**src/include/drsc_pkg.sv**
```systemverilog
// Package for the dual-mode receive sampler control block
package drsc_pkg;

    // ------------------------------------------------------------
    // Timing
    // ------------------------------------------------------------
    localparam int unsigned CLK_HZ          = 100_000_000;
    localparam int unsigned DIG_RATE_SPS_X10 = 486_000;
    localparam int unsigned ANA_RATE_HZ     = 40_000;
    localparam int unsigned DIG_TICK_CYC    = (CLK_HZ * 10) / DIG_RATE_SPS_X10;
    localparam int unsigned ANA_TICK_CYC    = CLK_HZ / ANA_RATE_HZ;
    localparam int unsigned TICK_W          = 12;

    // ------------------------------------------------------------
    // Register map (byte addresses)
    // ------------------------------------------------------------
    localparam logic [7:0] OFS_CTRL     = 8'h00;
    localparam logic [7:0] OFS_I_SAMPLE = 8'h04;
    localparam logic [7:0] OFS_Q_SAMPLE = 8'h08;
    localparam logic [7:0] OFS_STATUS   = 8'h0C;
    localparam logic [7:0] OFS_IRQ_EN   = 8'h10;
    localparam logic [7:0] OFS_IRQ_CLR  = 8'h14;
    localparam logic [7:0] OFS_PATH     = 8'h18;

    localparam int unsigned ADDR_W   = 8;
    localparam int unsigned SAMPLE_W = 10;

    // Control field positions
    localparam int unsigned BIT_MODE  = 0;
    localparam int unsigned BIT_VOICE = 1;
    localparam int unsigned BIT_IQEN  = 2;
    localparam int unsigned BIT_FMEN  = 3;
    localparam int unsigned CTRL_W    = 4;

    // Status bits: 0 sample ready, 1 sample overwritten before read
    localparam int unsigned ST_READY   = 0;
    localparam int unsigned ST_OVERRUN = 1;
    localparam int unsigned ST_W       = 2;

    localparam logic [CTRL_W-1:0] CTRL_RST = 4'h0;
    localparam logic [1:0] RESP_OKAY   = 2'b00;
    localparam logic [1:0] RESP_SLVERR = 2'b10;

    typedef struct packed {
        logic fm_receive_enable;
        logic iq_receive_enable;
        logic voice_path_select;
        logic mode_digital;
    } drsc_ctrl_t;

    typedef struct packed {
        logic i_chan_en;
        logic q_chan_en;
        logic fm_to_q_mux;
        logic q_neg_to_bias;
        logic ext_rx_en;
        logic bias_ref_en;
    } drsc_path_t;

    typedef struct packed {
        logic [SAMPLE_W-1:0] i;
        logic [SAMPLE_W-1:0] q;
    } drsc_pair_t;

endpackage : drsc_pkg

```
**src/rtl/drsc_receive_ctrl.sv**
```systemverilog
// Receive path control: mode decode, sample pacing, sample registers, AXI4-Lite
//
// Functional notes
// - Sample words are two's complement, sign-extended onto the bus.
// - Digital mode stores each I and Q result in its 10-bit register.
// - Digital mode sample rate is 48.6 ksps.
// - Analog mode: voice select bit enables the Q conversion channel.
// - Analog mode: FM receive enable drives external receive functions.
// - Digital mode: I/Q enable turns on I, Q and external functions.
// - Voice select set routes FM to Q positive, Q negative to bias.
// - Both channels enabled digitally only with mode and I/Q enable high.
// - I and Q channels share one enable in digital mode; I is never on without Q.
// - Analog mode keeps I disabled; samples come from Q only.
// - Sample-ready interrupt raised once registers hold new samples.
// - Analog mode sample rate is 40 kHz.
`timescale 1ns/100ps
module drsc_receive_ctrl (
    input  wire logic                          aclk,
    input  wire logic                          aresetn,
    input  wire logic [drsc_pkg::ADDR_W-1:0]   s_axi_awaddr,
    input  wire logic                          s_axi_awvalid,
    output logic                               s_axi_awready,
    input  wire logic [31:0]                   s_axi_wdata,
    input  wire logic [3:0]                    s_axi_wstrb,
    input  wire logic                          s_axi_wvalid,
    output logic                               s_axi_wready,
    output logic [1:0]                         s_axi_bresp,
    output logic                               s_axi_bvalid,
    input  wire logic                          s_axi_bready,
    input  wire logic [drsc_pkg::ADDR_W-1:0]   s_axi_araddr,
    input  wire logic                          s_axi_arvalid,
    output logic                               s_axi_arready,
    output logic [31:0]                        s_axi_rdata,
    output logic [1:0]                         s_axi_rresp,
    output logic                               s_axi_rvalid,
    input  wire logic                          s_axi_rready,
    input  wire logic [drsc_pkg::SAMPLE_W-1:0] adc_i_result,
    input  wire logic [drsc_pkg::SAMPLE_W-1:0] adc_q_result,
    output drsc_pkg::drsc_path_t               path_ctrl,
    output logic                               sample_ready_irq
);
    import drsc_pkg::*;

    // --------------------------------------------------------
    // State
    // --------------------------------------------------------
    drsc_ctrl_t          ctrl_reg,    ctrl_next;
    drsc_pair_t          sample_reg,  sample_next;
    drsc_path_t          path_reg,    path_next;
    logic [ST_W-1:0]     status_reg,  status_next;
    logic [ST_W-1:0]     irq_en_reg,  irq_en_next;
    logic                unread_reg,  unread_next;
    logic                irq_reg,     irq_next;
    logic                aw_got_reg,  aw_got_next;
    logic                w_got_reg,   w_got_next;
    logic [ADDR_W-1:0]   awaddr_reg,  awaddr_next;
    logic [31:0]         wdata_reg,   wdata_next;
    logic [3:0]          wstrb_reg,   wstrb_next;
    logic                bvalid_reg,  bvalid_next;
    logic [1:0]          bresp_reg,   bresp_next;
    logic                rvalid_reg,  rvalid_next;
    logic [1:0]          rresp_reg,   rresp_next;
    logic [31:0]         rdata_reg,   rdata_next;

    logic [SAMPLE_W-1:0] adc_i_s1, adc_i_s2;
    logic [SAMPLE_W-1:0] adc_q_s1, adc_q_s2;
    logic                tick;
    logic                run;
    logic                aw_hs, w_hs, ar_hs, do_write;
    logic                rd_q_sample;
    logic [ST_W-1:0]     clr_bits;
    logic [ST_W-1:0]     set_bits;

    // --------------------------------------------------------
    // Converter results cross in from the analog side
    // --------------------------------------------------------
    always_ff @(posedge aclk) begin
        if (!aresetn) begin
            adc_i_s1 <= '0;
            adc_i_s2 <= '0;
            adc_q_s1 <= '0;
            adc_q_s2 <= '0;
        end else begin
            adc_i_s1 <= adc_i_result;
            adc_i_s2 <= adc_i_s1;
            adc_q_s1 <= adc_q_result;
            adc_q_s2 <= adc_q_s1;
        end
    end

    // --------------------------------------------------------
    // Path decode
    // --------------------------------------------------------
    always_comb begin
        path_next = '0;
        if (ctrl_reg.mode_digital) begin
            path_next.i_chan_en = ctrl_reg.iq_receive_enable;
            path_next.q_chan_en = ctrl_reg.iq_receive_enable;
            path_next.ext_rx_en = ctrl_reg.iq_receive_enable;
        end else begin
            path_next.i_chan_en = 1'b0;
            path_next.q_chan_en = ctrl_reg.voice_path_select;
            path_next.ext_rx_en = ctrl_reg.fm_receive_enable;
        end
        path_next.fm_to_q_mux   = ctrl_reg.voice_path_select;
        path_next.q_neg_to_bias = ctrl_reg.voice_path_select;
        path_next.bias_ref_en   = ctrl_reg.voice_path_select | ctrl_reg.iq_receive_enable;
    end

    // Pace only while the channel that samples is powered
    assign run = path_reg.q_chan_en;

    drsc_tick_gen u_tick (
        .aclk         (aclk),
        .aresetn      (aresetn),
        .run          (run),
        .mode_digital (ctrl_reg.mode_digital),
        .tick         (tick)
    );

    // --------------------------------------------------------
    // Sample capture
    // --------------------------------------------------------
    always_comb begin
        sample_next = sample_reg;
        if (tick) begin
            sample_next.q = adc_q_s2;
            sample_next.i = path_reg.i_chan_en ? adc_i_s2 : '0;
        end
    end

    // --------------------------------------------------------
    // AXI4-Lite slave
    // --------------------------------------------------------
    assign s_axi_awready = !aw_got_reg && !bvalid_reg;
    assign s_axi_wready  = !w_got_reg && !bvalid_reg;
    assign s_axi_arready = !rvalid_reg;
    assign aw_hs         = s_axi_awvalid && s_axi_awready;
    assign w_hs          = s_axi_wvalid && s_axi_wready;
    assign ar_hs         = s_axi_arvalid && s_axi_arready;

    always_comb begin
        aw_got_next = aw_got_reg;
        w_got_next  = w_got_reg;
        awaddr_next = awaddr_reg;
        wdata_next  = wdata_reg;
        wstrb_next  = wstrb_reg;
        bvalid_next = bvalid_reg;
        bresp_next  = bresp_reg;
        ctrl_next   = ctrl_reg;
        irq_en_next = irq_en_reg;
        clr_bits    = '0;
        do_write    = 1'b0;
        if (aw_hs) begin
            aw_got_next = 1'b1;
            awaddr_next = s_axi_awaddr;
        end
        if (w_hs) begin
            w_got_next = 1'b1;
            wdata_next = s_axi_wdata;
            wstrb_next = s_axi_wstrb;
        end
        if (aw_got_reg && w_got_reg) begin
            do_write    = 1'b1;
            aw_got_next = 1'b0;
            w_got_next  = 1'b0;
            bvalid_next = 1'b1;
            bresp_next  = RESP_OKAY;
            unique case ({awaddr_reg[ADDR_W-1:2], 2'b00})
                OFS_CTRL: begin
                    if (wstrb_reg[0]) begin
                        ctrl_next = drsc_ctrl_t'(wdata_reg[CTRL_W-1:0]);
                    end
                end
                OFS_IRQ_EN: begin
                    if (wstrb_reg[0]) begin
                        irq_en_next = wdata_reg[ST_W-1:0];
                    end
                end
                OFS_IRQ_CLR: begin
                    if (wstrb_reg[0]) begin
                        clr_bits = wdata_reg[ST_W-1:0];
                    end
                end
                OFS_I_SAMPLE, OFS_Q_SAMPLE, OFS_STATUS, OFS_PATH: begin
                    bresp_next = RESP_OKAY;
                end
                default: begin
                    bresp_next = RESP_SLVERR;
                end
            endcase
        end else if (bvalid_reg && s_axi_bready) begin
            bvalid_next = 1'b0;
        end
    end

    always_comb begin
        rvalid_next = rvalid_reg;
        rresp_next  = rresp_reg;
        rdata_next  = rdata_reg;
        rd_q_sample = 1'b0;
        if (ar_hs) begin
            rvalid_next = 1'b1;
            rresp_next  = RESP_OKAY;
            rdata_next  = '0;
            unique case ({s_axi_araddr[ADDR_W-1:2], 2'b00})
                OFS_CTRL:     rdata_next = {28'h000_0000, ctrl_reg};
                OFS_I_SAMPLE: rdata_next = 32'(signed'(sample_reg.i));
                OFS_Q_SAMPLE: begin
                    rdata_next  = 32'(signed'(sample_reg.q));
                    rd_q_sample = 1'b1;
                end
                OFS_STATUS:   rdata_next = {30'h0000_0000, status_reg};
                OFS_IRQ_EN:   rdata_next = {30'h0000_0000, irq_en_reg};
                OFS_IRQ_CLR:  rdata_next = '0;
                OFS_PATH:     rdata_next = {26'h000_0000, path_reg};
                default:      rresp_next = RESP_SLVERR;
            endcase
        end else if (rvalid_reg && s_axi_rready) begin
            rvalid_next = 1'b0;
        end
    end

    // --------------------------------------------------------
    // Sticky status and interrupt
    // --------------------------------------------------------
    always_comb begin
        set_bits             = '0;
        set_bits[ST_READY]   = tick;
        set_bits[ST_OVERRUN] = tick && unread_reg;
        // A new sample wins over a read or clear in the same cycle
        status_next = (status_reg & ~clr_bits) | set_bits;
        unread_next = tick ? 1'b1 : (rd_q_sample ? 1'b0 : unread_reg);
        irq_next    = |(status_next & irq_en_next);
    end

    always_ff @(posedge aclk) begin
        if (!aresetn) begin
            ctrl_reg   <= drsc_ctrl_t'(CTRL_RST);
            sample_reg <= '0;
            path_reg   <= '0;
            status_reg <= '0;
            irq_en_reg <= '0;
            unread_reg <= 1'b0;
            irq_reg    <= 1'b0;
            aw_got_reg <= 1'b0;
            w_got_reg  <= 1'b0;
            awaddr_reg <= '0;
            wdata_reg  <= '0;
            wstrb_reg  <= '0;
            bvalid_reg <= 1'b0;
            bresp_reg  <= RESP_OKAY;
            rvalid_reg <= 1'b0;
            rresp_reg  <= RESP_OKAY;
            rdata_reg  <= '0;
        end else begin
            ctrl_reg   <= ctrl_next;
            sample_reg <= sample_next;
            path_reg   <= path_next;
            status_reg <= status_next;
            irq_en_reg <= irq_en_next;
            unread_reg <= unread_next;
            irq_reg    <= irq_next;
            aw_got_reg <= aw_got_next;
            w_got_reg  <= w_got_next;
            awaddr_reg <= awaddr_next;
            wdata_reg  <= wdata_next;
            wstrb_reg  <= wstrb_next;
            bvalid_reg <= bvalid_next;
            bresp_reg  <= bresp_next;
            rvalid_reg <= rvalid_next;
            rresp_reg  <= rresp_next;
            rdata_reg  <= rdata_next;
        end
    end

    assign s_axi_bvalid     = bvalid_reg;
    assign s_axi_bresp      = bresp_reg;
    assign s_axi_rvalid     = rvalid_reg;
    assign s_axi_rresp      = rresp_reg;
    assign s_axi_rdata      = rdata_reg;
    assign path_ctrl        = path_reg;
    assign sample_ready_irq = irq_reg;

endmodule : drsc_receive_ctrl

```
**src/rtl/drsc_tick_gen.sv**
```systemverilog
// Sample pacing divider producing one-cycle conversion ticks
`timescale 1ns/100ps
module drsc_tick_gen (
    input  wire logic                          aclk,
    input  wire logic                          aresetn,
    input  wire logic                          run,
    input  wire logic                          mode_digital,
    output logic                               tick
);
    import drsc_pkg::*;

    logic [TICK_W-1:0] cnt_reg;
    logic [TICK_W-1:0] cnt_next;
    logic [TICK_W-1:0] period_last;
    logic              tick_next;
    logic              tick_reg;

    // --------------------------------------------------------
    // Divider
    // --------------------------------------------------------
    always_comb begin
        period_last = mode_digital ? TICK_W'(DIG_TICK_CYC - 1) : TICK_W'(ANA_TICK_CYC - 1);
        cnt_next    = cnt_reg;
        tick_next   = 1'b0;
        if (!run) begin
            cnt_next = '0;
        end else if (cnt_reg >= period_last) begin
            cnt_next  = '0;
            tick_next = 1'b1;
        end else begin
            cnt_next = cnt_reg + TICK_W'(1);
        end
    end

    always_ff @(posedge aclk) begin
        if (!aresetn) begin
            cnt_reg  <= '0;
            tick_reg <= 1'b0;
        end else begin
            cnt_reg  <= cnt_next;
            tick_reg <= tick_next;
        end
    end

    assign tick = tick_reg;

endmodule : drsc_tick_gen

```
**config.mk**
```make
export PLATFORM = sky130hd
export DESIGN_NAME = drsc_receive_ctrl
export DESIGN_NICKNAME = d
export VERILOG_FILES = /design/src/include/drsc_pkg.sv /design/src/rtl/drsc_receive_ctrl.sv /design/src/rtl/drsc_tick_gen.sv
export SDC_FILE = /design/constraint.sdc
export NUM_CORES = 1
export LEC_CHECK = 0
export BUFFER_PORTS_ARGS = -buffer_cell sky130_fd_sc_hd__buf_2
export CORE_UTILIZATION = 40
export CTS_CLUSTER_SIZE = 8
export DETAILED_ROUTE_END_ITERATION = 10
export PLACE_DENSITY_LB_ADDON = 0.25
export SLEW_MARGIN = 20
export SYNTH_ARGS = -nofsm -noshare
export SYNTH_HDL_FRONTEND = slang
export SYNTH_SLANG_ARGS = --single-unit
```
**constraint.sdc**
```tcl
create_clock -name aclk -period 2.9 [get_ports aclk]
set_clock_uncertainty 0.1 [all_clocks]
set_input_delay 0.145 -clock aclk [delete_from_list [all_inputs] [get_ports aclk]]
set_output_delay 0.145 -clock aclk [all_outputs]
set_load 0.05 [all_outputs]
```
# Word level (Yosys, flattened, before mapping)

Index checks and enable logic that the tools add are counted.
W data, S select, Z words.

Bits in registers: 141
Input bits: 79
Output and inout port bits: 48
Word-level logic and storage cells: 100

Add/subtract/negate cells: 1
Magnitude comparators: 1
Equality and inequality tests: 12
Mux-type cells: 22
Bitwise gates (word level): 7
Reductions and logical operators: 26

Operators with widths:

| kind                    | number |
|---|---|
| $pmux W32 S6            | 1 |
| $eq A6 B3 Y1 const B    | 6 |
| $eq A6 B2 Y1 const B    | 4 |
| $mux W2                 | 8 |
| $reduce_or A7 Y1        | 2 |
| $add A12 B1 Y12 const B | 1 |
| $eq A6 B1 Y1 const B    | 2 |
| $ge A12 B12 Y1          | 1 |
| $logic_not A6 Y1        | 2 |
| $mux W1                 | 11 |
| $mux W10                | 1 |
| $logic_and A1 B1 Y1     | 9 |
| $mux W9                 | 1 |
| $reduce_bool A2 Y1      | 3 |
| $and A2 B2 Y2           | 2 |
| $logic_not A1 Y1        | 4 |
| $reduce_and A2 Y1       | 2 |
| $reduce_or A2 Y1        | 2 |
| $reduce_and A3 Y1       | 1 |
| $reduce_or A3 Y1        | 1 |
| $not A1 Y1              | 2 |
| $not A2 Y2              | 1 |
| $or A2 B2 Y2            | 1 |
| $or A1 B1 Y1            | 1 |

# Depth between registers and ports, before layout

Depth after elaboration: 8
Mapped depth: 8
Depth with buffers taken out: 7

# Hierarchy

Synthesis repeated with hierarchy kept, for this count alone.

Cell total of the unflattened synthesis: 452
Area total of the unflattened synthesis: 4764.6 µm²

By module, submodules not included:

| module            | instances | cells an instance | area an instance (µm²) | seq. area each (µm²) |
|---|---|---|---|---|
| drsc_receive_ctrl | 1         | 374               | 3957.5                 | 2042.0 |
| drsc_tick_gen     | 1         | 78                | 807.0                  | 260.2 |

# Least setup slack after synthesis

OpenSTA, ideal clock, no wires.

Kind: register -> register
From: register bvalid_reg (netlist: s_axi_bvalid)
To: register awaddr_reg[2]
Library setup time: 0.116 ns
Data arrival time: 2.033 ns
Data required time: 2.684 ns
Slack: 0.651 ns
Stages on the path, launching flop included: 6
Buffers on the path: 1
Period minus slack after synthesis: 2.249 ns
Path through: dfxtp_1 nor2_1 and2_1 clkbuf_1 mux2i_1 nor2b_1

Longest elaborated chain between the ends: 3

RTL lines:

| what                    | line                     | text |
|---|---|---|
| start, declared         | drsc_receive_ctrl.sv:59  | `logic bvalid_reg, bvalid_next;` |
| start signal, assigned  | drsc_receive_ctrl.sv:269 | `bvalid_reg <= bvalid_next;` |
| $logic_not A1 Y1        | drsc_receive_ctrl.sv:135 | `assign s_axi_awready = !aw_got_reg && !bvalid_reg;` |
| $logic_and A1 B1 Y1     | drsc_receive_ctrl.sv:135 |  |
| named net s_axi_awready | drsc_receive_ctrl.sv:22  | `output logic s_axi_awready,` |
| $logic_and A1 B1 Y1     | drsc_receive_ctrl.sv:138 | `assign aw_hs = s_axi_awvalid && s_axi_awready;` |
| end signal, assigned    | drsc_receive_ctrl.sv:266 | `awaddr_reg <= awaddr_next;` |
| end, declared           | drsc_receive_ctrl.sv:56  | `logic [ADDR_W-1:0] awaddr_reg, awaddr_next;` |

The timed path passes the listed nets, and every way through them passes these cells.
A chain may end at the register's enable or synchronous reset.

# Worst setup path after layout

From: register u_tick.cnt_reg[0]
To: register u_tick.cnt_reg[3]

Longest elaborated chain between the ends: 2
Elaborated cells on any way between the ends: 3
Classes of those cells: add/sub (1); order compare (1); reduce/logical (1)

RTL lines:

| what                              | line                | text |
|---|---|---|
| start, declared                   | drsc_tick_gen.sv:12 | `logic [TICK_W-1:0] cnt_reg;` |
| start signal, assigned            | drsc_tick_gen.sv:40 | `cnt_reg <= cnt_next;` |
| $ge A12 B12 Y1                    | drsc_tick_gen.sv:27 | `end else if (cnt_reg >= period_last) begin` |
| $reduce_or A3 Y1 (no source line) | --                  |  |

Several ways; a longest one is shown, not always the timed one.

==> Flow_metrics.wiki <==
{| class="wikitable"
! Metric !! Value
|-
| Outcome || finished clean
|-
| Buf/Inv on CP || 1
|-
| Num ports || between 100 and 150
|-
| Achievable frequency || between 400 and 500 MHz
|-
| FF+latch count, synth || 115
|-
| Min Tclk post-route || 2.20 ns
|-
| Peak fanout along the critical path || 11
|-
| Start of the worst register-to-register path || u_tick.cnt_reg[0]
|-
| Clock root buffer || sky130_fd_sc_hd__clkbuf_16
|-
| Post-Synthesis Cells || around 450
|-
| Placed cell count || roughly 630
|-
| Post-Layout Cell Count || 700
|-
| Layout-stage area growth over the synthesis result || 30.0%
|-
| Number of global-route vias before repair || between 3000 and 4000
|-
| Clk_lat worst skew || 0.40 ns
|-
| Unrepaired setup endpoints after global routing || false
|-
| H-Tree Level Count || 4
|-
| DR iter-0 viols || ~130
|-
| Total power consumption of the routed design || roughly 4.1 mW
|-
| Worst-case reg-to-reg path depth || 7
|-
| Drc violations || 0
|-
| First-pass DRT Iterations || 4
|-
| Warnings from Yosys || 0
|-
| Reg-to-Reg End || u_tick.cnt_reg[3]
|-
| Number of flip-flops under the largest register name || 20
|-
| Global Route met2 Usage || between 20% and 30%
|-
| Cells along the critical path || inv_1 > ha_1 > nand2b_1 > a2111oi_0 > o21ai_0 > a21o_1 > nor2_1
|-
| GR Util met1 || between 20% and 30%
|-
| Mean cell area of the mapped netlist || between 10 and 15 sq um
|-
| Total Wirelength || 8.72 mm
|-
| Max-Cap Viols || 0
|-
| Number of gates resized after CTS || 0
|-
| Nets@finish || approximately 630
|-
| Hold WC Path Type || primary input to flip-flop
|-
| Min-delay src || s_axi_araddr[2]
|-
| Antenna violations before repair || 0
|-
| Worst hold slack across all endpoints || between 0.1 and 0.15 ns
|-
| Starting utilization of the core area || between 40% and 50%
|-
| Synthesized area || between 4000 and 5000 sq um
|-
| Headroom to the max-slew limit || just under 60%
|-
| DR vias || between 3000 and 4000
|-
| Power density of the placed cells || between 600 and 700 nW/um^2
|-
| Sequential share of the synthesized area || roughly half
|-
| Count of buffers inserted at the top-level ports || slightly below 90
|-
| Global router's overall resource usage || approximately 16%
|-
| Required time of the critical path || between 3 and 4 ns
|-
| Die Width || between 100 and 150 um
|-
| Number of placement rows || 38
|-
| Cell with the largest stage delay on the worst path || sky130_fd_sc_hd__a2111oi_0
|-
| Crit path largest cell delay || approximately 0.5 ns
|-
| Max Slew Vio Count || 0
|-
| Leakage power || 2.54 nW
|-
| Async S/R FF share, synth || 0%
|-
| Minimum setup slack in the final design || 0.703 ns
|-
| Number of enable flip-flop cells after synthesis || 0
|-
| Final antenna diode count || 0
|-
| TritonCTS buffer count || 17
|-
| Largest area contributor in the synthesized netlist || sky130_fd_sc_hd__dfxtp_1
|-
| Maximum root-to-sink buffer count || 2
|-
| Area of all placed cells without fillers || just under 6000 sq um
|-
| Highest ir drop seen on vdd || roughly 0.00043 V
|-
| Clock transition at the register clock pins on the worst setup and hold paths after CTS || roughly 0.050 ns
|-
| Congestion Overflow GR || 0
|-
| TritonCTS clock tree || done
|-
| GRT met3 Usage || ~4.6%
|-
| Post-CTS setup buffer count || 0
|-
| Critical path endpoint category || flip-flop
|-
| Arrival time reported for the critical path endpoint || roughly 2.4 ns
|-
| Total negative slack || 0 ns
|-
| R2R Setup Slk || 0.70 ns
|-
| Family with the most delay on the worst path || compound AO/OA/AOI/OAI gates
|-
| Vertical extent of the die || 108 um
|-
| Leading cell types by total area after synthesis || sky130_fd_sc_hd__dfxtp_1, sky130_fd_sc_hd__nor2b_1, sky130_fd_sc_hd__mux2i_1, sky130_fd_sc_hd__and2_1, sky130_fd_sc_hd__buf_4
|-
| Final RePlAce weighted congestion || approximately 0.75
|-
| Core region area || ~11000 sq um
|-
| Util after Layout || 53.8%
|-
| Place WS || ~0.74 ns
|-
| Global-route wire length before repair || approximately 14 mm
|-
| Total placed instance area || slightly below 5000 sq um
|-
| Detail Route Antenna Nets || 0
|-
| Number of cells traversed by the worst hold path || 3
|-
| Wire length per cell after detailed routing || between 10 and 15 um
|-
| DIE AREA || 11700 sq um
|-
| Share of the synthesized area in the top cell type || 50.9%
|-
| Type of origin of the critical path || flip-flop
|-
| Post-synth cell types || 43
|-
| Endpoint of the worst hold path || s_axi_rdata[2]
|-
| Main synth FF type || sky130_fd_sc_hd__dfxtp_1
|-
| Via density || around 4.6
|-
| Fraction of the cycle the final worst path needs || between 70% and 80%
|-
| Number of filler cells placed in the layout || slightly above 1000
|-
| Clock tree sinks || between 100 and 150
|-
| Actual slew at the worst max-slew pin || 0.630 ns
|-
| Hold_buf cts || 34
|-
| Number of hold-slack violations in the final timing report || 0
|-
| Largest net degree at the start of global routing || between 50 and 60
|-
| Busiest grt layer || met2
|-
| Placed wire-length estimate || ~5.7 mm
|-
| Setup violations, final || 0
|-
| CP Class || flip-flop to flip-flop
|-
| Share of cells above drive strength 1 || 24.3%
|}
[power by group]
part           total (mW)  switching (mW)  internal, mW
sequential           1.65          0.0204          1.62
combinational       0.214           0.107         0.107
clock                2.25           0.706          1.54
[how the worst max path moves through the flow]
stage,from,endpoint,slack [ns],cells past startpoint
2_1_floorplan,s_axi_bvalid,awaddr_reg[2],0.65,5
3_3_place_gp,u_tick.cnt_reg[0],u_tick.cnt_reg[5],0.87,7
3_5_place_dp,u_tick.cnt_reg[0],u_tick.cnt_reg[3],0.74,7
4_1_cts,u_tick.cnt_reg[0],u_tick.cnt_reg[11],0.67,7
5_1_grt,u_tick.cnt_reg[0],u_tick.cnt_reg[5],0.52,7
6_report,u_tick.cnt_reg[0],u_tick.cnt_reg[3],0.70,7
[layout by cell type (no fill, tap or decap), types with 4 or more instances in the layout]
master                            n
sky130_fd_sc_hd__a22oi_1          4
sky130_fd_sc_hd__ha_1             7
sky130_fd_sc_hd__dfxtp_1        115
sky130_fd_sc_hd__nand3_1          4
sky130_fd_sc_hd__nand2b_1         4
sky130_fd_sc_hd__xor2_1           5
sky130_fd_sc_hd__and2_1          47
sky130_fd_sc_hd__nor2b_1         53
sky130_fd_sc_hd__xnor2_1          4
sky130_fd_sc_hd__clkinvlp_4       4
sky130_fd_sc_hd__bufinv_16        5
sky130_fd_sc_hd__buf_2           89
sky130_fd_sc_hd__o21ai_0         11
sky130_fd_sc_hd__dlygate4sd3_1   34
sky130_fd_sc_hd__mux2_2           5
sky130_fd_sc_hd__mux2i_1         31
sky130_fd_sc_hd__nor2_1          24
sky130_fd_sc_hd__a21oi_1         16
sky130_fd_sc_hd__a22o_1           8
sky130_fd_sc_hd__and3_1           4
sky130_fd_sc_hd__nand2_1         18
sky130_fd_sc_hd__clkbuf_16       17
sky130_fd_sc_hd__inv_1            9
[tightest hold or removal path: cells and delay by family]
kind | cells | cell delay, ns
AOI/OAI and AO/OA | 2 | 0.25
buffers and inverters | 1 | 0.17
[area by class of cell]
type / count / area (sq um) / area share [%]
Multi-Input combinational cell: 278 / 1920 / 32.6
Inverter: 9 / 33.8 / 0.574
Clock inverter: 13 / 208 / 3.53
Sequential cell: 115 / 2300 / 39.1
Tap cell: 140 / 175 / 2.98
Timing Repair Buffer: 126 / 808 / 13.7
Clock buffer: 19 / 443 / 7.52
[Yosys cell counts, drive strengths merged, types with 5 or more instances]
master and n:
clkbuf 20, nor2 24, dfxtp 115, nor2b 53
o21ai 11, and2 47, mux2i 31, ha 7
nand2 18, inv 9, buf 28, a21oi 16
a22o 8, xor2 5, mux2 5
[logic make-up (layout without fill, tap and decap cells)]
kind of cell,Yosys count,after routing,share of synthesized area (%)
AND/OR/NAND/NOR,165,165,21.1
flip-flops,115,115,50.9
AO/OA/AOI/OAI,57,57,8.35
buffers and inverters,57,167,6.88
multiplexers,38,38,9.09
XOR/XNOR,9,9,1.74
adder cells (fa/ha/maj),7,7,1.93
other,1,2,0.0828
[per-layer routing]
layer | routed length [um] | share of wire, %
met3 | 376 | 4.3
met5 | 0 | 0
met2 | 3910 | 45
met1 | 4350 | 50
met4 | 86 | 0.99
(Power assumes the default switching activity.)
